--- src/verilog/cic_pkg.sv ---
// Constants, register map and types of the CPU interrupt controller block
//
// Functional notes
// - Vector select, compact bit need protection window
// - Round-robin bit writable at any time
// - Vector select 0 application, 1 boot start
// - Compact bit 0 disables, 1 enables table
// - Round-robin off: lowest vector wins level 0
// - Non-maskable executing flag, cleared by return
// - Level 1 flag holds through non-maskable preemption
// - Level 0 flag holds through any preemption
// - Record last level 0 vector, lowest next
// - Reset gives fixed order, last field zero
// - Level 1 register names the one vector
// - Level 1 register zero disables level 1
// - Level 1 preempts running level 0 handler
// - Compact table: vectors 1, 2, 3
// - Nothing preempts a non-maskable handler
package cic_pkg;

	// ************************************************************
	// Sizes
	// ************************************************************
	localparam int CIC_NV = 32;                  // Request lines, bit n is vector n
	localparam int CIC_DW = 8;                   // Register width

	// ************************************************************
	// Register indices (byte address is four times the index)
	// ************************************************************
	localparam logic [5:0] CIC_IDX_CTRL = 6'h00;   // interrupt_control
	localparam logic [5:0] CIC_IDX_STAT = 6'h01;   // interrupt_status
	localparam logic [5:0] CIC_IDX_LAST = 6'h02;   // level0_last_vector
	localparam logic [5:0] CIC_IDX_L1V = 6'h03;    // level1_vector_select

	// ************************************************************
	// Field positions
	// ************************************************************
	localparam int CIC_B_VSEL = 6;               // vector_select
	localparam int CIC_B_CVT = 5;                // compact_table_enable
	localparam int CIC_B_RR = 0;                 // round_robin_enable
	localparam int CIC_B_NONMASKABLE_EXECUTING = 7;              // nonmaskable_executing
	localparam int CIC_B_L1EX = 1;               // high_level_executing
	localparam int CIC_B_L0EX = 0;               // normal_level_executing

	// ************************************************************
	// Reset values
	// ************************************************************
	localparam logic [7:0] CIC_RST_CTRL = 8'h00;
	localparam logic [7:0] CIC_RST_LAST = 8'h00;
	localparam logic [7:0] CIC_RST_L1V = 8'h00;
	localparam logic [7:0] CIC_L1_NONE = 8'h00;    // Level 1 disabled value

	// ************************************************************
	// Vectors and protection
	// ************************************************************
	localparam logic [CIC_NV-1:0] CIC_NMI_MASK = 32'h0000_0002;  // Lines that are non-maskable
	localparam logic [7:0] CIC_CVT_NMI = 8'h01;    // Compact vector of non-maskable
	localparam logic [7:0] CIC_CVT_L1 = 8'h02;     // Compact vector of level 1
	localparam logic [7:0] CIC_CVT_L0 = 8'h03;     // Compact vector shared by level 0
	localparam logic [15:0] CIC_VEC_WORDS = 16'h0002;  // Flash words per vector slot
	localparam logic [15:0] CIC_BOOT_START = 16'h0000; // Boot section start
	localparam logic [2:0] CIC_CCP_INSTR = 3'h4;   // Instructions the key window lasts

	// ************************************************************
	// Types
	// ************************************************************
	typedef enum logic [1:0] {
		CIC_LVL0 = 2'h0,
		CIC_LVL1 = 2'h1,
		CIC_LVLN = 2'h2
	} cic_lvl_t;

	typedef enum logic {
		CIC_IDLE = 1'b0,                         // Nothing offered
		CIC_OFFER = 1'b1                         // Vector offered to the core
	} cic_state_t;

endpackage

--- src/verilog/cic_regs.sv ---
// CPU interrupt controller: registers, level arbitration and executing flags
`timescale 1ns/100ps
module cic_regs import cic_pkg::*; (
	input wire logic clk_i,                // 250 MHz clock
	input wire logic rst_i,                // Synchronous reset, high
	input wire logic [7:0] wb_adr_i,       // Byte address
	input wire logic [31:0] wb_dat_i,      // Write data
	output logic [31:0] wb_dat_o,          // Read data
	input wire logic wb_we_i,              // Write
	input wire logic [3:0] wb_sel_i,       // Byte lanes
	input wire logic wb_cyc_i,             // Cycle
	input wire logic wb_stb_i,             // Strobe
	output logic wb_ack_o,                 // Acknowledge
	input wire logic [CIC_NV-1:0] irq_req_i, // Requests by vector
	input wire logic gie_i,                // Global interrupt enable
	input wire logic ccp_key_i,            // I/O register key written, pulse
	input wire logic instr_done_i,         // Instruction retired, pulse
	input wire logic [15:0] app_start_i,   // Application start from boot end fuse
	output logic irq_take_o,               // Vector offered to the core
	output logic [7:0] irq_vec_o,          // Offered vector number
	output logic [15:0] irq_addr_o,        // Offered vector address
	output logic [1:0] irq_lvl_o,          // Offered level
	input wire logic irq_ack_i,            // Core enters handler, pulse
	input wire logic return_from_interrupt_i                // Return from interrupt, pulse
);

	// ************************************************************
	// State
	// ************************************************************
	logic vsel_q, vsel_d;                  // vector_select
	logic cvt_q, cvt_d;                    // compact_table_enable
	logic rr_q, rr_d;                      // round_robin_enable
	logic [7:0] last_q, last_d;            // last_ack_vector_field
	logic [7:0] l1v_q, l1v_d;              // high_level_vector_field
	logic nmi_ex_q, nmi_ex_d;              // nonmaskable_executing
	logic l1_ex_q, l1_ex_d;                // high_level_executing
	logic l0_ex_q, l0_ex_d;                // normal_level_executing
	logic [2:0] win_q, win_d;              // Protection window left
	cic_state_t state_q, state_d;          // Offer state
	logic [7:0] vec_q, vec_d;              // Offered vector
	cic_lvl_t lvl_q, lvl_d;                // Offered level
	logic [15:0] addr_q, addr_d;           // Offered address
	logic ack_q, ack_d;                    // Bus acknowledge
	logic [31:0] rdat_q, rdat_d;           // Bus read data

	// ************************************************************
	// Request classification
	// ************************************************************
	logic [CIC_NV-1:0] l1_line;            // One-hot of level 1 line
	logic [CIC_NV-1:0] nmi_req;            // Non-maskable requests
	logic [CIC_NV-1:0] l0_req;             // Normal requests
	logic nmi_v, l0_v;                     // Arbiter valids
	logic [7:0] nmi_idx, l0_idx;           // Arbiter picks
	logic nmi_go, l1_go, l0_go;            // Level may be taken now
	logic any_go;                          // Something can be offered
	cic_lvl_t best_lvl;                    // Highest level ready
	logic [7:0] best_vec;                  // Its vector
	logic [7:0] best_idx;                  // Its table slot
	logic win_open;                        // Protected bits writable

	// Split requests into levels
	always_comb begin
		l1_line = '0;
		if (l1v_q != CIC_L1_NONE && l1v_q < 8'(CIC_NV)) begin
			l1_line[l1v_q[4:0]] = 1'b1;
		end
		nmi_req = irq_req_i & CIC_NMI_MASK;
		l0_req = irq_req_i & ~CIC_NMI_MASK & ~l1_line;
	end

	// Several non-maskable lines: always lowest address first
	cic_arb u_nmi_arb (
		.req_i(nmi_req),
		.rr_en_i(1'b0),
		.last_i(8'h00),
		.valid_o(nmi_v),
		.idx_o(nmi_idx)
	);

	// Normal level arbiter
	cic_arb u_l0_arb (
		.req_i(l0_req),
		.rr_en_i(rr_q),
		.last_i(last_q),
		.valid_o(l0_v),
		.idx_o(l0_idx)
	);

	// Which level may start; non-maskable ignores the global enable
	always_comb begin
		nmi_go = nmi_v && !nmi_ex_q;
		l1_go = |(irq_req_i & l1_line & ~CIC_NMI_MASK) && gie_i && !nmi_ex_q && !l1_ex_q;
		l0_go = l0_v && gie_i && !nmi_ex_q && !l1_ex_q && !l0_ex_q;
		any_go = nmi_go || l1_go || l0_go;
		if (nmi_go) begin
			best_lvl = CIC_LVLN;
			best_vec = nmi_idx;
		end else if (l1_go) begin
			best_lvl = CIC_LVL1;
			best_vec = l1v_q;
		end else begin
			best_lvl = CIC_LVL0;
			best_vec = l0_idx;
		end
		if (cvt_q) begin
			case (best_lvl)
				CIC_LVLN: best_idx = CIC_CVT_NMI;
				CIC_LVL1: best_idx = CIC_CVT_L1;
				default: best_idx = CIC_CVT_L0;
			endcase
		end else begin
			best_idx = best_vec;
		end
	end

	// ************************************************************
	// Offer to the core
	// ************************************************************

	// Hold the offer stable; drop it if the request goes or is outranked
	always_comb begin
		state_d = state_q;
		vec_d = vec_q;
		lvl_d = lvl_q;
		addr_d = addr_q;
		case (state_q)
			CIC_IDLE: begin
				if (any_go) begin
					state_d = CIC_OFFER;
					vec_d = best_vec;
					lvl_d = best_lvl;
					addr_d = (vsel_q ? CIC_BOOT_START : app_start_i) + 16'(best_idx) * CIC_VEC_WORDS;
				end
			end
			CIC_OFFER: begin
				if (irq_ack_i) begin
					state_d = CIC_IDLE;
				end else if (!any_go || best_lvl != lvl_q || best_vec != vec_q) begin
					state_d = CIC_IDLE;
				end
			end
			default: begin
				state_d = CIC_IDLE;
			end
		endcase
	end

	// Offer registers
	always_ff @(posedge clk_i) begin
		if (rst_i) begin
			state_q <= CIC_IDLE;
			vec_q <= 8'h00;
			lvl_q <= CIC_LVL0;
			addr_q <= 16'h0000;
		end else begin
			state_q <= state_d;
			vec_q <= vec_d;
			lvl_q <= lvl_d;
			addr_q <= addr_d;
		end
	end

	assign irq_take_o = (state_q == CIC_OFFER);
	assign irq_vec_o = vec_q;
	assign irq_addr_o = addr_q;
	assign irq_lvl_o = lvl_q;

	// ************************************************************
	// Executing flags and last vector
	// ************************************************************
	logic entry;                           // Handler entered this cycle
	logic bus_wr;                          // Write lands this cycle
	logic [5:0] bus_idx;                   // Addressed register

	assign entry = irq_take_o && irq_ack_i;
	assign bus_idx = wb_adr_i[7:2];
	assign bus_wr = wb_cyc_i && wb_stb_i && wb_we_i && ack_q && wb_sel_i[0];

	// Return clears first, then entry sets, so a set is never lost
	always_comb begin
		nmi_ex_d = nmi_ex_q;
		l1_ex_d = l1_ex_q;
		l0_ex_d = l0_ex_q;
		last_d = last_q;
		if (return_from_interrupt_i) begin
			if (nmi_ex_q) begin
				nmi_ex_d = 1'b0;
			end else if (l1_ex_q) begin
				l1_ex_d = 1'b0;
			end else begin
				l0_ex_d = 1'b0;
			end
		end
		if (bus_wr && bus_idx == CIC_IDX_LAST) begin
			last_d = wb_dat_i[7:0];
		end
		if (entry) begin
			case (lvl_q)
				CIC_LVLN: nmi_ex_d = 1'b1;
				CIC_LVL1: l1_ex_d = 1'b1;
				default: begin
					l0_ex_d = 1'b1;
					if (rr_q) begin
						last_d = vec_q;
					end
				end
			endcase
		end
	end

	// Flag registers
	always_ff @(posedge clk_i) begin
		if (rst_i) begin
			nmi_ex_q <= 1'b0;
			l1_ex_q <= 1'b0;
			l0_ex_q <= 1'b0;
			last_q <= CIC_RST_LAST;
		end else begin
			nmi_ex_q <= nmi_ex_d;
			l1_ex_q <= l1_ex_d;
			l0_ex_q <= l0_ex_d;
			last_q <= last_d;
		end
	end

	// ************************************************************
	// Protection window
	// ************************************************************

	// Counts retired instructions after the key; a fresh key restarts it
	always_comb begin
		win_d = win_q;
		if (ccp_key_i) begin
			win_d = CIC_CCP_INSTR;
		end else if (instr_done_i && win_q != 3'h0) begin
			win_d = win_q - 3'h1;
		end
	end

	assign win_open = (win_q != 3'h0);

	// Window register
	always_ff @(posedge clk_i) begin
		if (rst_i) begin
			win_q <= 3'h0;
		end else begin
			win_q <= win_d;
		end
	end

	// ************************************************************
	// Control registers
	// ************************************************************

	// Status offset takes no write at all
	always_comb begin
		vsel_d = vsel_q;
		cvt_d = cvt_q;
		rr_d = rr_q;
		l1v_d = l1v_q;
		if (bus_wr && bus_idx == CIC_IDX_CTRL) begin
			rr_d = wb_dat_i[CIC_B_RR];
			if (win_open) begin
				vsel_d = wb_dat_i[CIC_B_VSEL];
				cvt_d = wb_dat_i[CIC_B_CVT];
			end
		end
		if (bus_wr && bus_idx == CIC_IDX_L1V) begin
			l1v_d = wb_dat_i[7:0];
		end
	end

	// Control registers
	always_ff @(posedge clk_i) begin
		if (rst_i) begin
			vsel_q <= CIC_RST_CTRL[CIC_B_VSEL];
			cvt_q <= CIC_RST_CTRL[CIC_B_CVT];
			rr_q <= CIC_RST_CTRL[CIC_B_RR];
			l1v_q <= CIC_RST_L1V;
		end else begin
			vsel_q <= vsel_d;
			cvt_q <= cvt_d;
			rr_q <= rr_d;
			l1v_q <= l1v_d;
		end
	end

	// ************************************************************
	// Wishbone slave
	// ************************************************************

	// One wait state; read data caught as ack rises, unmapped reads zero
	always_comb begin
		ack_d = wb_cyc_i && wb_stb_i && !ack_q;
		rdat_d = rdat_q;
		if (ack_d) begin
			rdat_d = 32'h0000_0000;
			case (bus_idx)
				CIC_IDX_CTRL: begin
					rdat_d[CIC_B_VSEL] = vsel_q;
					rdat_d[CIC_B_CVT] = cvt_q;
					rdat_d[CIC_B_RR] = rr_q;
				end
				CIC_IDX_STAT: begin
					rdat_d[CIC_B_NONMASKABLE_EXECUTING] = nmi_ex_q;
					rdat_d[CIC_B_L1EX] = l1_ex_q;
					rdat_d[CIC_B_L0EX] = l0_ex_q;
				end
				CIC_IDX_LAST: rdat_d[7:0] = last_q;
				CIC_IDX_L1V: rdat_d[7:0] = l1v_q;
				default: rdat_d = 32'h0000_0000;
			endcase
		end
	end

	// Bus registers
	always_ff @(posedge clk_i) begin
		if (rst_i) begin
			ack_q <= 1'b0;
			rdat_q <= 32'h0000_0000;
		end else begin
			ack_q <= ack_d;
			rdat_q <= rdat_d;
		end
	end

	assign wb_ack_o = ack_q;
	assign wb_dat_o = rdat_q;

endmodule

--- src/verilog/cic_arb.sv ---
// Fixed or round-robin selection of one request line
`timescale 1ns/100ps
module cic_arb import cic_pkg::*; (
	input wire logic [CIC_NV-1:0] req_i,   // Pending lines
	input wire logic rr_en_i,              // Round-robin enable
	input wire logic [7:0] last_i,         // Last granted vector
	output logic valid_o,                  // Some line pending
	output logic [7:0] idx_o               // Selected vector
);

	// ************************************************************
	// Lowest set bit
	// ************************************************************
	function automatic logic [7:0] cic_lowest(input logic [CIC_NV-1:0] v);
		logic [7:0] r;
		r = 8'h00;
		for (int i = CIC_NV - 1; i >= 0; i--) begin
			if (v[i]) begin
				r = 8'(i);
			end
		end
		return r;
	endfunction

	logic [CIC_NV-1:0] above; // Lines after the last granted one

	// Lines ranked above the last winner
	for (genvar g = 0; g < CIC_NV; g++) begin : g_above
		assign above[g] = (8'(g) > last_i);
	end

	// Pick: wrap past last when rotating, else lowest address
	always_comb begin
		valid_o = |req_i;
		if (rr_en_i && |(req_i & above)) begin
			idx_o = cic_lowest(req_i & above);
		end else begin
			idx_o = cic_lowest(req_i);
		end
	end

endmodule

--- config.mk ---
export PLATFORM = sky130hd
export DESIGN_NAME = cic_regs
export DESIGN_NICKNAME = d
export VERILOG_FILES = /design/src/verilog/cic_pkg.sv /design/src/verilog/cic_regs.sv /design/src/verilog/cic_arb.sv
export SDC_FILE = /design/constraint.sdc
export NUM_CORES = 1
export LEC_CHECK = 0
export BUFFER_PORTS_ARGS = -buffer_cell sky130_fd_sc_hd__buf_4
export CORE_MARGIN = 2
export CORE_UTILIZATION = 31
export DETAILED_ROUTE_END_ITERATION = 12
export HOLD_SLACK_MARGIN = 0.15
export SETUP_SLACK_MARGIN = 0.05
export SYNTH_ARGS = -nofsm -noshare
export SYNTH_HDL_FRONTEND = slang
export SYNTH_SLANG_ARGS = --single-unit
--- constraint.sdc ---
create_clock -name clk_i -period 5.67 [get_ports clk_i]
set_input_delay 0.567 -clock clk_i [delete_from_list [all_inputs] [get_ports clk_i]]
set_output_delay 0.567 -clock clk_i [all_outputs]
set_load 0.005 [all_outputs]
==> results.cfg <==
[sta]
fin_crit_sh_pct = 93.2
fin_hold_ws_ps = 422
worst_pin_slew_ps = 691
fmax_mhz = 189
clock_skew_ps = 4.82
final.min_clock_period_ps = 5280
rsz0062_at_grt = yes
hold_violations = 0
setup_violations = 0
drv_slew = 0
maxSlewHeadroom_pct = 53.9

[finish]
final_cells = 1285
post-route-util_pct = 39.4
regArea_um2 = 1220
layout_common_cells = buf_4 (168), nor2_1 (94), dfxtp_1 (61)
multi_input_area_um2 = 4980
fin_nets = 1121
fillers = 2191
drive_above_1_share_pct = 24.0
diodes = 0
area_growth_pct = 24.5
mostFrequentLayoutCell = buf_4

[power]
share_seq_of_total_power_pct = 34.2
ir_drop_uv = 179
swShare_pct = 27.2
p_per_area_nw_per_um2 = 165
internal-power_uw = 992
clockPowerShare_pct = 42.5
switching_power_uw = 370
pwr-share-comb_pct = 23.2
p_leak_nw = 3.36

[drt]
dr.pass1.iters = 5
via_per_inst = 5.92
post_drt_wl_per_cell_um = 20.0
vias = 7613
drt_wl_total_mm = 25.7
ant_nets = 0
drtIter0Drc = 776
drc = 0

[worst_setup_path]
critPathKind = reg -> reg
cpPeakStageDelay_ps = 690
setup.worst_path.end_class = flop
cpMaxStageDelayCell = dfxtp_1
arrival_ps = 5470
crit_fanout = 21
path_cells = buf_4 -> buf_4 -> mux2i_1 -> nor4_1 -> a41oi_1 -> nor4bb_1 -> a21oi_2 -> o21ai_0 -> o31ai_1 -> a21oi_1 -> o21ai_1 -> ha_1 -> fa_1 -> a21o_1 -> a21oi_1 -> o21bai_1 -> a21oi_1 -> o21bai_1 -> a21o_1 -> nand4_1 -> xnor2_1 -> a21oi_1 -> nor2_1
crit_path_frequent_cell = a21oi_1
cp.buffers_inverters = 2
cpLargestDelayFamily = compound AO/OA/AOI/OAI gates
startpoint_type = flop
critPathRequiredTime_ps = 5860

[synth]
yosysWarnings = 0
synth-xor-area-share_pct = 1.58
synth_ff_type = dfxtp_1
async_flop_share_pct = 0
yosys.area_share.simple_pct = 26.3
synthTopCellsByArea = dfxtp_1 (18%), mux2i_1 (7.2%), nor2_1 (5.5%)
synth_fa_ha_area_share_pct = 2.56
synth_top_family_by_area = compound AO/OA/AOI/OAI gates
synthesis.area_um2 = 6650
avgSynthCellArea_um2 = 7.44
synth_cells = 894
synth_edf_count = 0
synth_compound_area_share_pct = 32.4
ys_ff_latch = 61
ys_types = 94
synth_top_area_share_pct = 18.4
yosysSeqAreaShare_pct = 18.4
synth.largest_area_cell = dfxtp_1
synthMuxAreaShare_pct = 9.59

[status]
status = completed

[floorplan]
core_um2 = 21000
die_width_um = 150
die-area_um2 = 22600
die_y_um = 150
rows = 53
ios = 162
start_util_pct = 31.6

[worst_hold_path]
hold_path.class = in -> reg

[clocking]
cts_root_buf = clkbuf_16
clk_pin_slew_ps = 50
cts_tree = built
postCtsHoldBufs = 0
cts_sinks = 61
htreeDepth = 3
post_cts.repair.setup_buffers = 0
cts_buffer_depth = 2
ctsResizeCount = 0
cts_buffers = 9
clk_latency_ps = 330

[global_routing]
grt_pass1_vias = 7178
grt_pass1_wl_mm = 39.8
grt_max_degree = 61
antenna_found_initial = 0
gr-usage-all-layers_pct = 22.5
grt-ovfl-total = 0

[placed_design]
dpl.cell_count = 1270
port_buffers = 108
gp_congestion = 0.963
hpwlAfterDp_mm = 19.9

[job]
cap_violations = 0
cells by family after synthesis:
group | after synthesis
buffers and inverters | 130
xor gates and xnor gates | 12
and+or+nand+nor | 325
muxes | 60
DFF | 61
other | 1
AOI/OAI and AO/OA | 292
adders and majority gates | 13
per-layer routing:
metal,track usage [%],routed length [µm]
met5,0,0
met4,9.76,911
met3,4.18,2580
met2,34.6,11100
met1,30.7,11100
final timing paths:
kind | from | endpoint | slack [ps] | cells past startpoint
hold reg to reg | irq_addr_o[0]$_SDFFE_PP0P_ | irq_addr_o[0]$_SDFFE_PP0P_ | 470 | 2
hold / removal | ccp_key_i | win_q[0]$_SDFFE_PP0P_ | 420 | 2
setup / recovery | l1v_q[0]$_SDFFE_PP0P_ | irq_addr_o[15]$_SDFFE_PP0P_ | 390 | 23
setup reg to reg | l1v_q[0]$_SDFFE_PP0P_ | irq_addr_o[15]$_SDFFE_PP0P_ | 390 | 23
area by class of cell:
type	instances	share of cell area, %
clock buffers	11	2.93
inverters	36	1.63
clock inverters	4	0.877
repair buffers	169	15.5
well taps	275	4.16
flip-flops and latches	61	14.7
multi-input cells	729	60.2
power groups by stage:
stage / Sequential [mW] / Combinational (mW) / Clock (mW)
3_5_place_dp: 0.475 / 0.311 / 0
4_1_cts: 0.467 / 0.313 / 0.589
5_1_grt: 0.469 / 0.351 / 0.606
3_3_place_gp: 0.475 / 0.308 / 0
6_report: 0.466 / 0.317 / 0.579
2_1_floorplan: 0.472 / 0.188 / 0
stage by stage:
step	cell area (µm²)	power [mW]	worst slack, ps	TNS (ps)
after floorplan	6750	0.660	989	0
after detailed placement	7910	0.786	349	0
after global routing	8280	1.43	-5.31	-5.31
after global placement	7910	0.783	397	0
final	8280	1.36	385	0
after CTS	8220	1.37	318	0
cell usage after synthesis (13+ instances only):
master / instances
nor2_1: 98
dfxtp_1: 61
mux2i_1: 48
a21oi_1: 45
clkbuf_1: 43
inv_1: 35
nand2_1: 35
a211oi_1: 27
nand3_1: 27
o21ai_0: 27
buf_4: 25
nor2b_1: 25
nor3_1: 23
nand2b_1: 20
o211ai_1: 19
nor4_1: 18
buf_2: 16
a31oi_1: 13
registers in the layout, indices dropped and copies added (netlist names):
name and flops:
l1v_q 8, l1_ex_q 1, vsel_q 1, last_q 8, irq_addr_o 16, nmi_ex_q 1
win_q 3, irq_take_o 1, cvt_q 1, l0_ex_q 1, irq_lvl_o 2, wb_dat_o 8
irq_vec_o 8, rr_q 1, wb_ack_o 1
No activity file was read; power rests on OpenSTA's default activity.
